`config.mk`:
```
export PLATFORM = sky130hd
export DESIGN_NAME = osc_mode_select
export DESIGN_NICKNAME = d
export VERILOG_FILES = /design/src/common/osc_pkg.sv /design/src/rtl/startup_timer.sv /design/src/rtl/osc_mode_select.sv
export VERILOG_INCLUDE_DIRS = /design/src /design/src/common
export SDC_FILE = /design/constraint.sdc
export NUM_CORES = 1
export LEC_CHECK = 0
export ABC_AREA = 1
export BUFFER_PORTS_ARGS = -buffer_cell sky130_fd_sc_hd__clkbuf_2
export CAP_MARGIN = 20
export CORE_AREA = 2 2 84 86
export CTS_CLUSTER_SIZE = 25
export DETAILED_ROUTE_END_ITERATION = 8
export DIE_AREA = 0 0 86 88
export PLACE_DENSITY_LB_ADDON = 0.2
export SKIP_CTS_REPAIR_TIMING = 1
export SYNTH_ARGS = -nofsm -noshare
export SYNTH_HDL_FRONTEND = slang
export SYNTH_SLANG_ARGS = --single-unit
```
`constraint.sdc`:
```
create_clock -name clk_sys_i -period 1.6 [get_ports clk_sys_i]
set_input_delay 0 -clock clk_sys_i [delete_from_list [all_inputs] [get_ports clk_sys_i]]
set_output_delay 0 -clock clk_sys_i [all_outputs]
set_load 0.01 [all_outputs]
```
`src/common/osc_defines.svh`:
```
// Timing counts, default mode encoding and fixed values for the main oscillator mode selector.
// Assumes the system clock period given below; the start-up and PLL lock counts derive from it.
`ifndef OSC_DEFINES_SVH
`define OSC_DEFINES_SVH

`define CLK_SYS_PERIOD_PS 5000
`define EXT_CLK_STARTUP_NS 1500
`define EXT_CLK_STARTUP_CYCLES ((`EXT_CLK_STARTUP_NS * 1000) / `CLK_SYS_PERIOD_PS)
`define STARTUP_OVERHEAD_CYCLES 4
`define PLL_LOCK_TIMEOUT_US 2000
`define PLL_LOCK_CYCLES ((`PLL_LOCK_TIMEOUT_US * 1000000) / `CLK_SYS_PERIOD_PS)
`define TIMER_W 20
`define MODE_CODE_W 3
`define MODE_ENCODING_DEFAULT 24'hfac688
`define PLL_MULT_FACTOR 3'h4
`define DIRECT_MULT_FACTOR 3'h1

`endif

```
`src/common/osc_pkg.sv`:
```
// Types shared by the main oscillator mode selector and its bench.
// Assumes nothing beyond the defines header.
package osc_pkg;

  typedef enum logic [2:0] {
    low_power_crystal_mode,
    crystal_medium_mode,
    high_speed_crystal_mode,
    high_speed_crystal_x4_mode,
    resistor_capacitor_osc_mode,
    resistor_capacitor_gpio_mode,
    external_clock_mode,
    external_clock_gpio_mode
  } osc_mode_t;

  typedef enum logic [2:0] {
    s_settle_a,
    s_settle_b,
    s_capture,
    s_wait,
    s_run,
    s_secondary
  } osc_state_t;

endpackage : osc_pkg

```
`src/rtl/startup_timer.sv`:
```
// Down counter that holds busy for exactly the loaded number of cycles.
// Assumes load_i is a single-cycle request from logic on the same clock.
`timescale 1ns/1ps
`include "osc_defines.svh"

module startup_timer (
  input wire logic clk_sys_i,
  input wire logic reset_n_i,
  input wire logic load_i,
  input wire logic [`TIMER_W-1:0] load_value_i,
  output logic busy_o
);

  logic [`TIMER_W-1:0] count;
  logic [`TIMER_W-1:0] next_count;
  logic busy;
  logic next_busy;

  always_comb begin
    next_count = count;
    next_busy = busy;
    if (load_i) begin
      next_count = load_value_i;
      next_busy = (load_value_i != '0);
    end else if (busy) begin
      next_count = count - `TIMER_W'(1);
      next_busy = (count != `TIMER_W'(1));
    end
  end

  always_ff @(posedge clk_sys_i or negedge reset_n_i) begin
    if (!reset_n_i) begin
      count <= '0;
      busy <= 1'b0;
    end else begin
      count <= next_count;
      busy <= next_busy;
    end
  end

  assign busy_o = busy;
endmodule : startup_timer

```
`src/rtl/osc_mode_select.sv`:
```
// Main oscillator mode selector: latches the mode field, steers the clock pins and PLL, gates execution.
// Assumes pins arrive asynchronously; the analog amplifier and PLL act on the enables driven here.
`timescale 1ns/1ps
`include "osc_defines.svh"

module osc_mode_select
  import osc_pkg::*;
#(
  parameter logic [23:0] MODE_ENCODING = `MODE_ENCODING_DEFAULT,
  parameter int PLL_LOCK_CYCLES = `PLL_LOCK_CYCLES
) (
  input wire logic clk_sys_i,
  input wire logic reset_n_i,
  input wire logic [`MODE_CODE_W-1:0] osc_mode_config_field_i,
  input wire logic secondary_osc_active_i,
  input wire logic wake_from_sleep_i,
  input wire logic clock_in_pin_i,
  input wire logic clock_out_pin_i,
  output logic clock_out_pin_o,
  output logic clock_out_pin_oe_o,
  input wire logic port_a_bit6_io_out_i,
  input wire logic port_a_bit6_io_oe_i,
  output logic port_a_bit6_io_in_o,
  output logic feedback_amp_en_o,
  output logic pll_en_o,
  output logic [2:0] clk_mult_factor_o,
  output logic [2:0] osc_mode_o,
  output logic exec_enable_o
);

  // Settle, capture and hand-over edges eat into the start-up budget, so the timer gets only the rest
  localparam int EXT_STARTUP_CYCLES = (`EXT_CLK_STARTUP_CYCLES <= `STARTUP_OVERHEAD_CYCLES) ? 1 :
                                      (`EXT_CLK_STARTUP_CYCLES - `STARTUP_OVERHEAD_CYCLES);

  // ----------------------------------------------------------------
  // Helpers
  // ----------------------------------------------------------------
  function automatic osc_mode_t decode_mode(input logic [`MODE_CODE_W-1:0] code);
    osc_mode_t m;
    m = low_power_crystal_mode;
    // Lowest-index match wins if the parameter repeats a code
    for (int i = 7; i >= 0; i--) begin
      if (MODE_ENCODING[i*3 +: 3] == code) begin
        m = osc_mode_t'(3'(i));
      end
    end
    return m;
  endfunction : decode_mode

  function automatic logic is_ext(input osc_mode_t m);
    return (m == external_clock_mode) || (m == external_clock_gpio_mode);
  endfunction : is_ext

  function automatic logic is_gpio(input osc_mode_t m);
    return (m == resistor_capacitor_gpio_mode) || (m == external_clock_gpio_mode);
  endfunction : is_gpio

  function automatic logic is_crystal(input osc_mode_t m);
    return (m == low_power_crystal_mode) || (m == crystal_medium_mode) ||
           (m == high_speed_crystal_mode) || (m == high_speed_crystal_x4_mode);
  endfunction : is_crystal

  function automatic logic [`TIMER_W-1:0] wait_cycles(input osc_mode_t m);
    if (m == high_speed_crystal_x4_mode) begin
      return `TIMER_W'(PLL_LOCK_CYCLES);
    end else if (is_ext(m)) begin
      return `TIMER_W'(EXT_STARTUP_CYCLES);
    end
    return '0;
  endfunction : wait_cycles

  // ----------------------------------------------------------------
  // Synchronisers
  // ----------------------------------------------------------------
  logic [`MODE_CODE_W-1:0] cfg_meta;
  logic [`MODE_CODE_W-1:0] cfg_sync;
  logic [3:0] pin_meta;
  logic [3:0] pin_sync;
  logic clk_in_prev;

  always_ff @(posedge clk_sys_i or negedge reset_n_i) begin
    if (!reset_n_i) begin
      cfg_meta <= '0;
      cfg_sync <= '0;
      pin_meta <= '0;
      pin_sync <= '0;
      clk_in_prev <= 1'b0;
    end else begin
      cfg_meta <= osc_mode_config_field_i;
      cfg_sync <= cfg_meta;
      pin_meta <= {clock_out_pin_i, wake_from_sleep_i, secondary_osc_active_i, clock_in_pin_i};
      pin_sync <= pin_meta;
      clk_in_prev <= pin_sync[0];
    end
  end

  logic clk_in_s;
  logic sec_s;
  logic wake_s;
  logic clock_out_pin_in_s;
  logic clk_in_rise;

  assign clk_in_s = pin_sync[0];
  assign sec_s = pin_sync[1];
  assign wake_s = pin_sync[2];
  assign clock_out_pin_in_s = pin_sync[3];
  assign clk_in_rise = clk_in_s && !clk_in_prev;

  // ----------------------------------------------------------------
  // Mode latch and start-up sequencing
  // ----------------------------------------------------------------
  osc_state_t state;
  osc_state_t next_state;
  osc_mode_t mode;
  osc_mode_t next_mode;
  logic exec_en;
  logic next_exec_en;
  logic timer_load;
  logic [`TIMER_W-1:0] timer_load_value;
  logic timer_busy;
  logic wake_prev;

  always_comb begin
    next_state = state;
    next_mode = mode;
    timer_load = 1'b0;
    timer_load_value = '0;
    unique case (state)
      s_settle_a: begin
        next_state = s_settle_b;
      end
      s_settle_b: begin
        next_state = s_capture;
      end
      s_capture: begin
        // Field sampled only here: after reset or on return from the secondary clock
        next_mode = decode_mode(cfg_sync);
        timer_load = 1'b1;
        timer_load_value = wait_cycles(next_mode);
        next_state = s_wait;
      end
      s_wait: begin
        if (!timer_busy) begin
          next_state = s_run;
        end
      end
      s_run: begin
        if (sec_s) begin
          next_state = s_secondary;
        end else if (wake_s && !wake_prev && is_ext(mode)) begin
          timer_load = 1'b1;
          timer_load_value = wait_cycles(mode);
          next_state = s_wait;
        end
      end
      s_secondary: begin
        if (!sec_s) begin
          next_state = s_capture;
        end
      end
    endcase
    next_exec_en = (next_state == s_run) || (next_state == s_secondary);
  end

  always_ff @(posedge clk_sys_i or negedge reset_n_i) begin
    if (!reset_n_i) begin
      state <= s_settle_a;
      mode <= low_power_crystal_mode;
      exec_en <= 1'b0;
      wake_prev <= 1'b0;
    end else begin
      state <= next_state;
      mode <= next_mode;
      exec_en <= next_exec_en;
      wake_prev <= wake_s;
    end
  end

  startup_timer u_startup_timer (
    .clk_sys_i(clk_sys_i),
    .reset_n_i(reset_n_i),
    .load_i(timer_load),
    .load_value_i(timer_load_value),
    .busy_o(timer_busy)
  );

  // ----------------------------------------------------------------
  // Pin steering, divider and analog enables
  // ----------------------------------------------------------------
  logic [1:0] div_cnt;
  logic [1:0] next_div_cnt;
  logic clk_out;
  logic next_clk_out;
  logic clk_out_oe;
  logic next_clk_out_oe;
  logic gpio_in;
  logic next_gpio_in;
  logic fb_en;
  logic next_fb_en;
  logic pll_en;
  logic next_pll_en;

  always_comb begin
    // Divider counts clock-in edges; sampling limits the input to below half of clk_sys
    next_div_cnt = clk_in_rise ? div_cnt + 2'h1 : div_cnt;
    next_clk_out = 1'b0;
    next_clk_out_oe = 1'b0;
    next_gpio_in = 1'b0;
    next_fb_en = 1'b0;
    next_pll_en = (state == s_capture) ? (next_mode == high_speed_crystal_x4_mode) : pll_en;
    if (state != s_settle_a && state != s_settle_b && state != s_capture) begin
      if (is_gpio(mode)) begin
        next_clk_out = port_a_bit6_io_out_i;
        next_clk_out_oe = port_a_bit6_io_oe_i;
        next_gpio_in = clock_out_pin_in_s;
      end else if (!is_crystal(mode)) begin
        next_clk_out = div_cnt[1];
        next_clk_out_oe = 1'b1;
      end
      // Crystal modes leave the pin to the amplifier; RC and external clock modes keep the amplifier off
      next_fb_en = is_crystal(mode);
    end
  end

  always_ff @(posedge clk_sys_i or negedge reset_n_i) begin
    if (!reset_n_i) begin
      div_cnt <= 2'h0;
      clk_out <= 1'b0;
      clk_out_oe <= 1'b0;
      gpio_in <= 1'b0;
      fb_en <= 1'b0;
      pll_en <= 1'b0;
    end else begin
      div_cnt <= next_div_cnt;
      clk_out <= next_clk_out;
      clk_out_oe <= next_clk_out_oe;
      gpio_in <= next_gpio_in;
      fb_en <= next_fb_en;
      pll_en <= next_pll_en;
    end
  end

  assign clock_out_pin_o = clk_out;
  assign clock_out_pin_oe_o = clk_out_oe;
  assign port_a_bit6_io_in_o = gpio_in;
  assign feedback_amp_en_o = fb_en;
  assign pll_en_o = pll_en;
  assign clk_mult_factor_o = pll_en ? `PLL_MULT_FACTOR : `DIRECT_MULT_FACTOR;
  assign osc_mode_o = mode;
  assign exec_enable_o = exec_en;
endmodule : osc_mode_select

```
==> summary.log <==
qor: placement.gp_congestion 0.8340
qor: logic_synthesis.syn_area 2480 sq um
qor: worst_setup_path.path_class reg2reg
qor: worst_setup_path.worstPathMaxFanout 5
qor: timing.timing.final.hold_violations 0
qor: timing.whs 0.3284 ns
qor: cells_and_area.finish.net_count 339
qor: timing.fin_setup_tns 0 ns
qor: clock_tree.cts_root_buf sky130_fd_sc_hd__clkbuf_8
qor: job.cap_violations 0
qor: routing.route.vias.total 1893
qor: timing.worst_pin_slew 0.6567 ns
qor: logic_synthesis.synthesis.yosys.warnings 0
qor: logic_synthesis.syn_area_per_cell 8.794 sq um
qor: worst_setup_path.cp_cell_sequence inv_2 > nand3_2 > nor3_4 > nor2_4 > buf_4 > buf_4 > a21oi_2 > nor2_1
qor: cells_and_area.drive_above_1_share 24.77%
qor: power_and_ir_drop.vdd_ir_drop_max 0.5973 mV
qor: placement.post_dp_cell_area 2685 sq um
qor: worst_setup_path.crit_slowest_cell sky130_fd_sc_hd__dfrtp_1
qor: floorplan.die_width 86 um
qor: timing.finalWorstPathRequiredPeriod 1.501 ns
qor: logic_synthesis.synth.distinct_cells 34
qor: cells_and_area.multi_input_comb_area 1046 sq um
qor: routing.wl 4963 um
qor: worst_setup_path.critical_path_arrival 1.71 ns
qor: placement.numPortBuffers 21
qor: floorplan.die-height 88 um
qor: clock_tree.clock_path_buffers 2
qor: timing.worst_slew_margin_rel 56.22%
qor: worst_setup_path.crit_end u_startup_timer.count[9]
qor: floorplan.floorplan.die_area 7568 sq um
qor: cells_and_area.layout.area.seq 1281 sq um
qor: power_and_ir_drop.pwr_density_cell 1747 nW/um^2
qor: worst_setup_path.setup.worst_path.end_class flop
qor: min_path.hold_class in2async
qor: floorplan.rows 30
qor: clock_tree.htreeDepth 2
qor: worst_setup_path.r2r_cells 8
qor: clock_tree.cts_tree yes
qor: floorplan.io-pin-count 23
qor: floorplan.coreArea 6644 sq um
qor: power_and_ir_drop.power.leakage 1.450 nW
qor: global_routing.first_global_vias 1875
qor: logic_synthesis.share_of_the_yosys_chip_area_belonging_to_registers 51.46%
qor: worst_setup_path.timing.critical_path.mode_cell sky130_fd_sc_hd__buf_4
qor: run_status.status finished, final reports clean
qor: routing.drt-wirelength-per-cell 12.19 um
qor: clock_tree.clock_buffers_created_by_tritoncts 5
qor: timing.finalClockSkew 0.004899 ns
qor: global_routing.grt_remaining_overflow 0
qor: logic_synthesis.synth-seq-cells 51
qor: worst_setup_path.rr_startpoint state[0]
qor: placement.pre_cts_ws 0.05143 ns
qor: global_routing.grt_usage 14.86%
qor: worst_setup_path.critical_path.startpoint_type flop
qor: logic_synthesis.syn_inst 282
qor: timing.fmaxAchievable 666.1 MHz
qor: cells_and_area.most_common_cell_after_layout_fill_and_taps_aside sky130_fd_sc_hd__nand2_1
qor: routing.dr.first_iter.drc_count 87
qor: timing.max_slew_violation_total_from_the_final_report 0
qor: cells_and_area.antenna-diode-count 0
qor: timing.setup_violations 0
qor: clock_tree.clk-insertion-delay-late 0.31 ns
qor: cells_and_area.final_design_area_no_fill 2954 sq um
qor: cells_and_area.final_cell_mix 51 x sky130_fd_sc_hd__nand2_1, 47 x sky130_fd_sc_hd__dfrtp_1, 42 x sky130_fd_sc_hd__nor2_1, 29 x sky130_fd_sc_hd__inv_1, 21 x sky130_fd_sc_hd__clkbuf_2
qor: global_routing.grt_pass1_wl 8845 um
qor: routing.postRouteAntennaNets 0
qor: timing.period_share 93.83%
qor: worst_setup_path.worst_stage_delay_on_the_critical_path 0.42 ns
qor: worst_setup_path.critPathLaunch state[0]
qor: cells_and_area.area_overhead_of_the_layout_relative_to_synthesis 19.12%
qor: global_routing.grt_antenna_before_repair 0
qor: global_routing.grt_max_degree 52
qor: worst_setup_path.setup.reg_to_reg.worst_slack 0.1 ns
qor: routing.detailedRoute.firstPassIterationCount 4
qor: placement.detailedPlacementHpwl 3549 um
qor: routing.post_drt_via_cell_ratio 4.651
qor: floorplan.initial_utilization 37.33%
qor: timing.final_critical_path_setup_slack 0.09878 ns
qor: cells_and_area.n_fill_cell 639
qor: worst_setup_path.critPathRequiredTime 1.81 ns
qor: clock_tree.clkSinkCount 51
qor: clock_tree.clk_pin_slew_worst_paths 0.10 ns
qor: worst_setup_path.worstReg2RegEnd u_startup_timer.count[9]
qor: routing.post-route-drc-count 0
qor: logic_synthesis.syn_nets 295
[power by group]
| group | internal (mW) | switching, mW | leakage (nW) | total (mW) |
|---|---|---|---|---|
| clock | 0.315 | 0.459 | 0.0418 | 0.775 |
| combinational | 0.938 | 1.41 | 0.783 | 2.35 |
| sequential | 1.66 | 0.376 | 0.625 | 2.04 |
| total | 2.92 | 2.24 | 1.45 | 5.16 |
[Yosys cell counts]
| master | n | area share (%) |
|---|---|---|
| sky130_fd_sc_hd__a21oi_1 | 14 | 2.8 |
| sky130_fd_sc_hd__a21oi_2 | 3 | 1.1 |
| sky130_fd_sc_hd__and2_1 | 2 | 0.50 |
| sky130_fd_sc_hd__buf_4 | 2 | 0.61 |
| sky130_fd_sc_hd__buf_6 | 2 | 0.91 |
| sky130_fd_sc_hd__conb_1 | 1 | 0.15 |
| sky130_fd_sc_hd__dfrtp_1 | 51 | 51 |
| sky130_fd_sc_hd__ha_1 | 2 | 1.0 |
| sky130_fd_sc_hd__inv_1 | 30 | 4.5 |
| sky130_fd_sc_hd__inv_2 | 7 | 1.1 |
| sky130_fd_sc_hd__inv_4 | 1 | 0.25 |
| sky130_fd_sc_hd__nand2_1 | 52 | 7.9 |
| sky130_fd_sc_hd__nand2_2 | 3 | 0.76 |
| sky130_fd_sc_hd__nand2_4 | 1 | 0.45 |
| sky130_fd_sc_hd__nand3_1 | 14 | 2.8 |
| sky130_fd_sc_hd__nand3_2 | 3 | 1.2 |
| sky130_fd_sc_hd__nand3_4 | 2 | 1.4 |
| sky130_fd_sc_hd__nand3b_1 | 2 | 0.61 |
| sky130_fd_sc_hd__nand4_1 | 4 | 1.0 |
| sky130_fd_sc_hd__nand4_4 | 1 | 0.86 |
| sky130_fd_sc_hd__nor2_1 | 46 | 7.0 |
| sky130_fd_sc_hd__nor2_2 | 3 | 0.76 |
| sky130_fd_sc_hd__nor2_4 | 5 | 2.3 |
| sky130_fd_sc_hd__nor3_1 | 1 | 0.20 |
| sky130_fd_sc_hd__nor3_4 | 1 | 0.66 |
| sky130_fd_sc_hd__o2111ai_1 | 1 | 0.35 |
| sky130_fd_sc_hd__o211ai_1 | 2 | 0.61 |
| sky130_fd_sc_hd__o211ai_2 | 1 | 0.50 |
| sky130_fd_sc_hd__o21ai_0 | 10 | 2.0 |
| sky130_fd_sc_hd__o21ai_1 | 7 | 1.4 |
| sky130_fd_sc_hd__o22ai_2 | 1 | 0.50 |
| sky130_fd_sc_hd__or2_1 | 1 | 0.25 |
| sky130_fd_sc_hd__xnor2_1 | 1 | 0.35 |
| sky130_fd_sc_hd__xor2_1 | 5 | 1.8 |
[sequential cells by signal, summed over array words and instances, names as in the netlist]
name	flops
cfg_meta	3
pin_sync	4
exec_enable_o	1
u_startup_timer.busy_o	1
state	3
clock_out_pin_o	1
feedback_amp_en_o	1
clock_out_pin_oe_o	1
div_cnt	2
u_startup_timer.count	20
clk_in_prev	1
osc_mode_o	3
pin_meta	4
port_a_bit6_io_in_o	1
wake_prev	1
cfg_sync	3
pll_en_o	1
[cell type report]
class | count | share of cell area, %
flip-flops and latches | 51 | 43.37
well taps | 80 | 3.388
clock inverters | 2 | 0.5506
inverters | 38 | 4.913
clock buffers | 6 | 2.457
multi-input cells | 189 | 35.41
repair buffers | 41 | 9.911
[cells by family after synthesis]
group,share of synthesized area (%)
adder cells (fa/ha/maj),1.009
XOR/XNOR,2.119
buffers and inverters,7.366
AND/OR/NAND/NOR,28.61
flip-flops,51.46
AO/OA/AOI/OAI,9.284
other,0.1512
[through the flow]
stage	util [%]	total power, mW	std cells
after floorplan	-	3.655	282
final	44.46	5.162	407
after detailed placement	40.41	4.221	384
after global placement	40.41	4.210	384
after global routing	44.46	5.689	407
after CTS	41.75	5.013	392
[routing by layer]
metal | share of wire (%) | track usage (%) | wire length, um
met1 | 49 | 19.95 | 2423
met2 | 47 | 23.96 | 2341
met3 | 2.0 | 2.828 | 99
met4 | 2.0 | 5.628 | 98
met5 | 0 | 0 | 0
[worst min path at each step]
stage,to,slack [ns],depth (start not counted)
final,pin_meta[0],0.33,3
after global routing,pin_meta[3],0.31,2
after CTS,cfg_meta[2],-0.22,1
after detailed placement,cfg_meta[2],0.11,1
after global placement,cfg_meta[0],0.11,1
after floorplan,cfg_meta[0],-0.30,0
[worst max-delay path: cells and delay by family, from the launching register on]
family | cells | cell delay (ns)
compound gates | 1 | 0.10
buf+inv | 3 | 0.39
flops | 1 | 0.42
simple gates | 4 | 0.47
(Power assumes the default switching activity.)
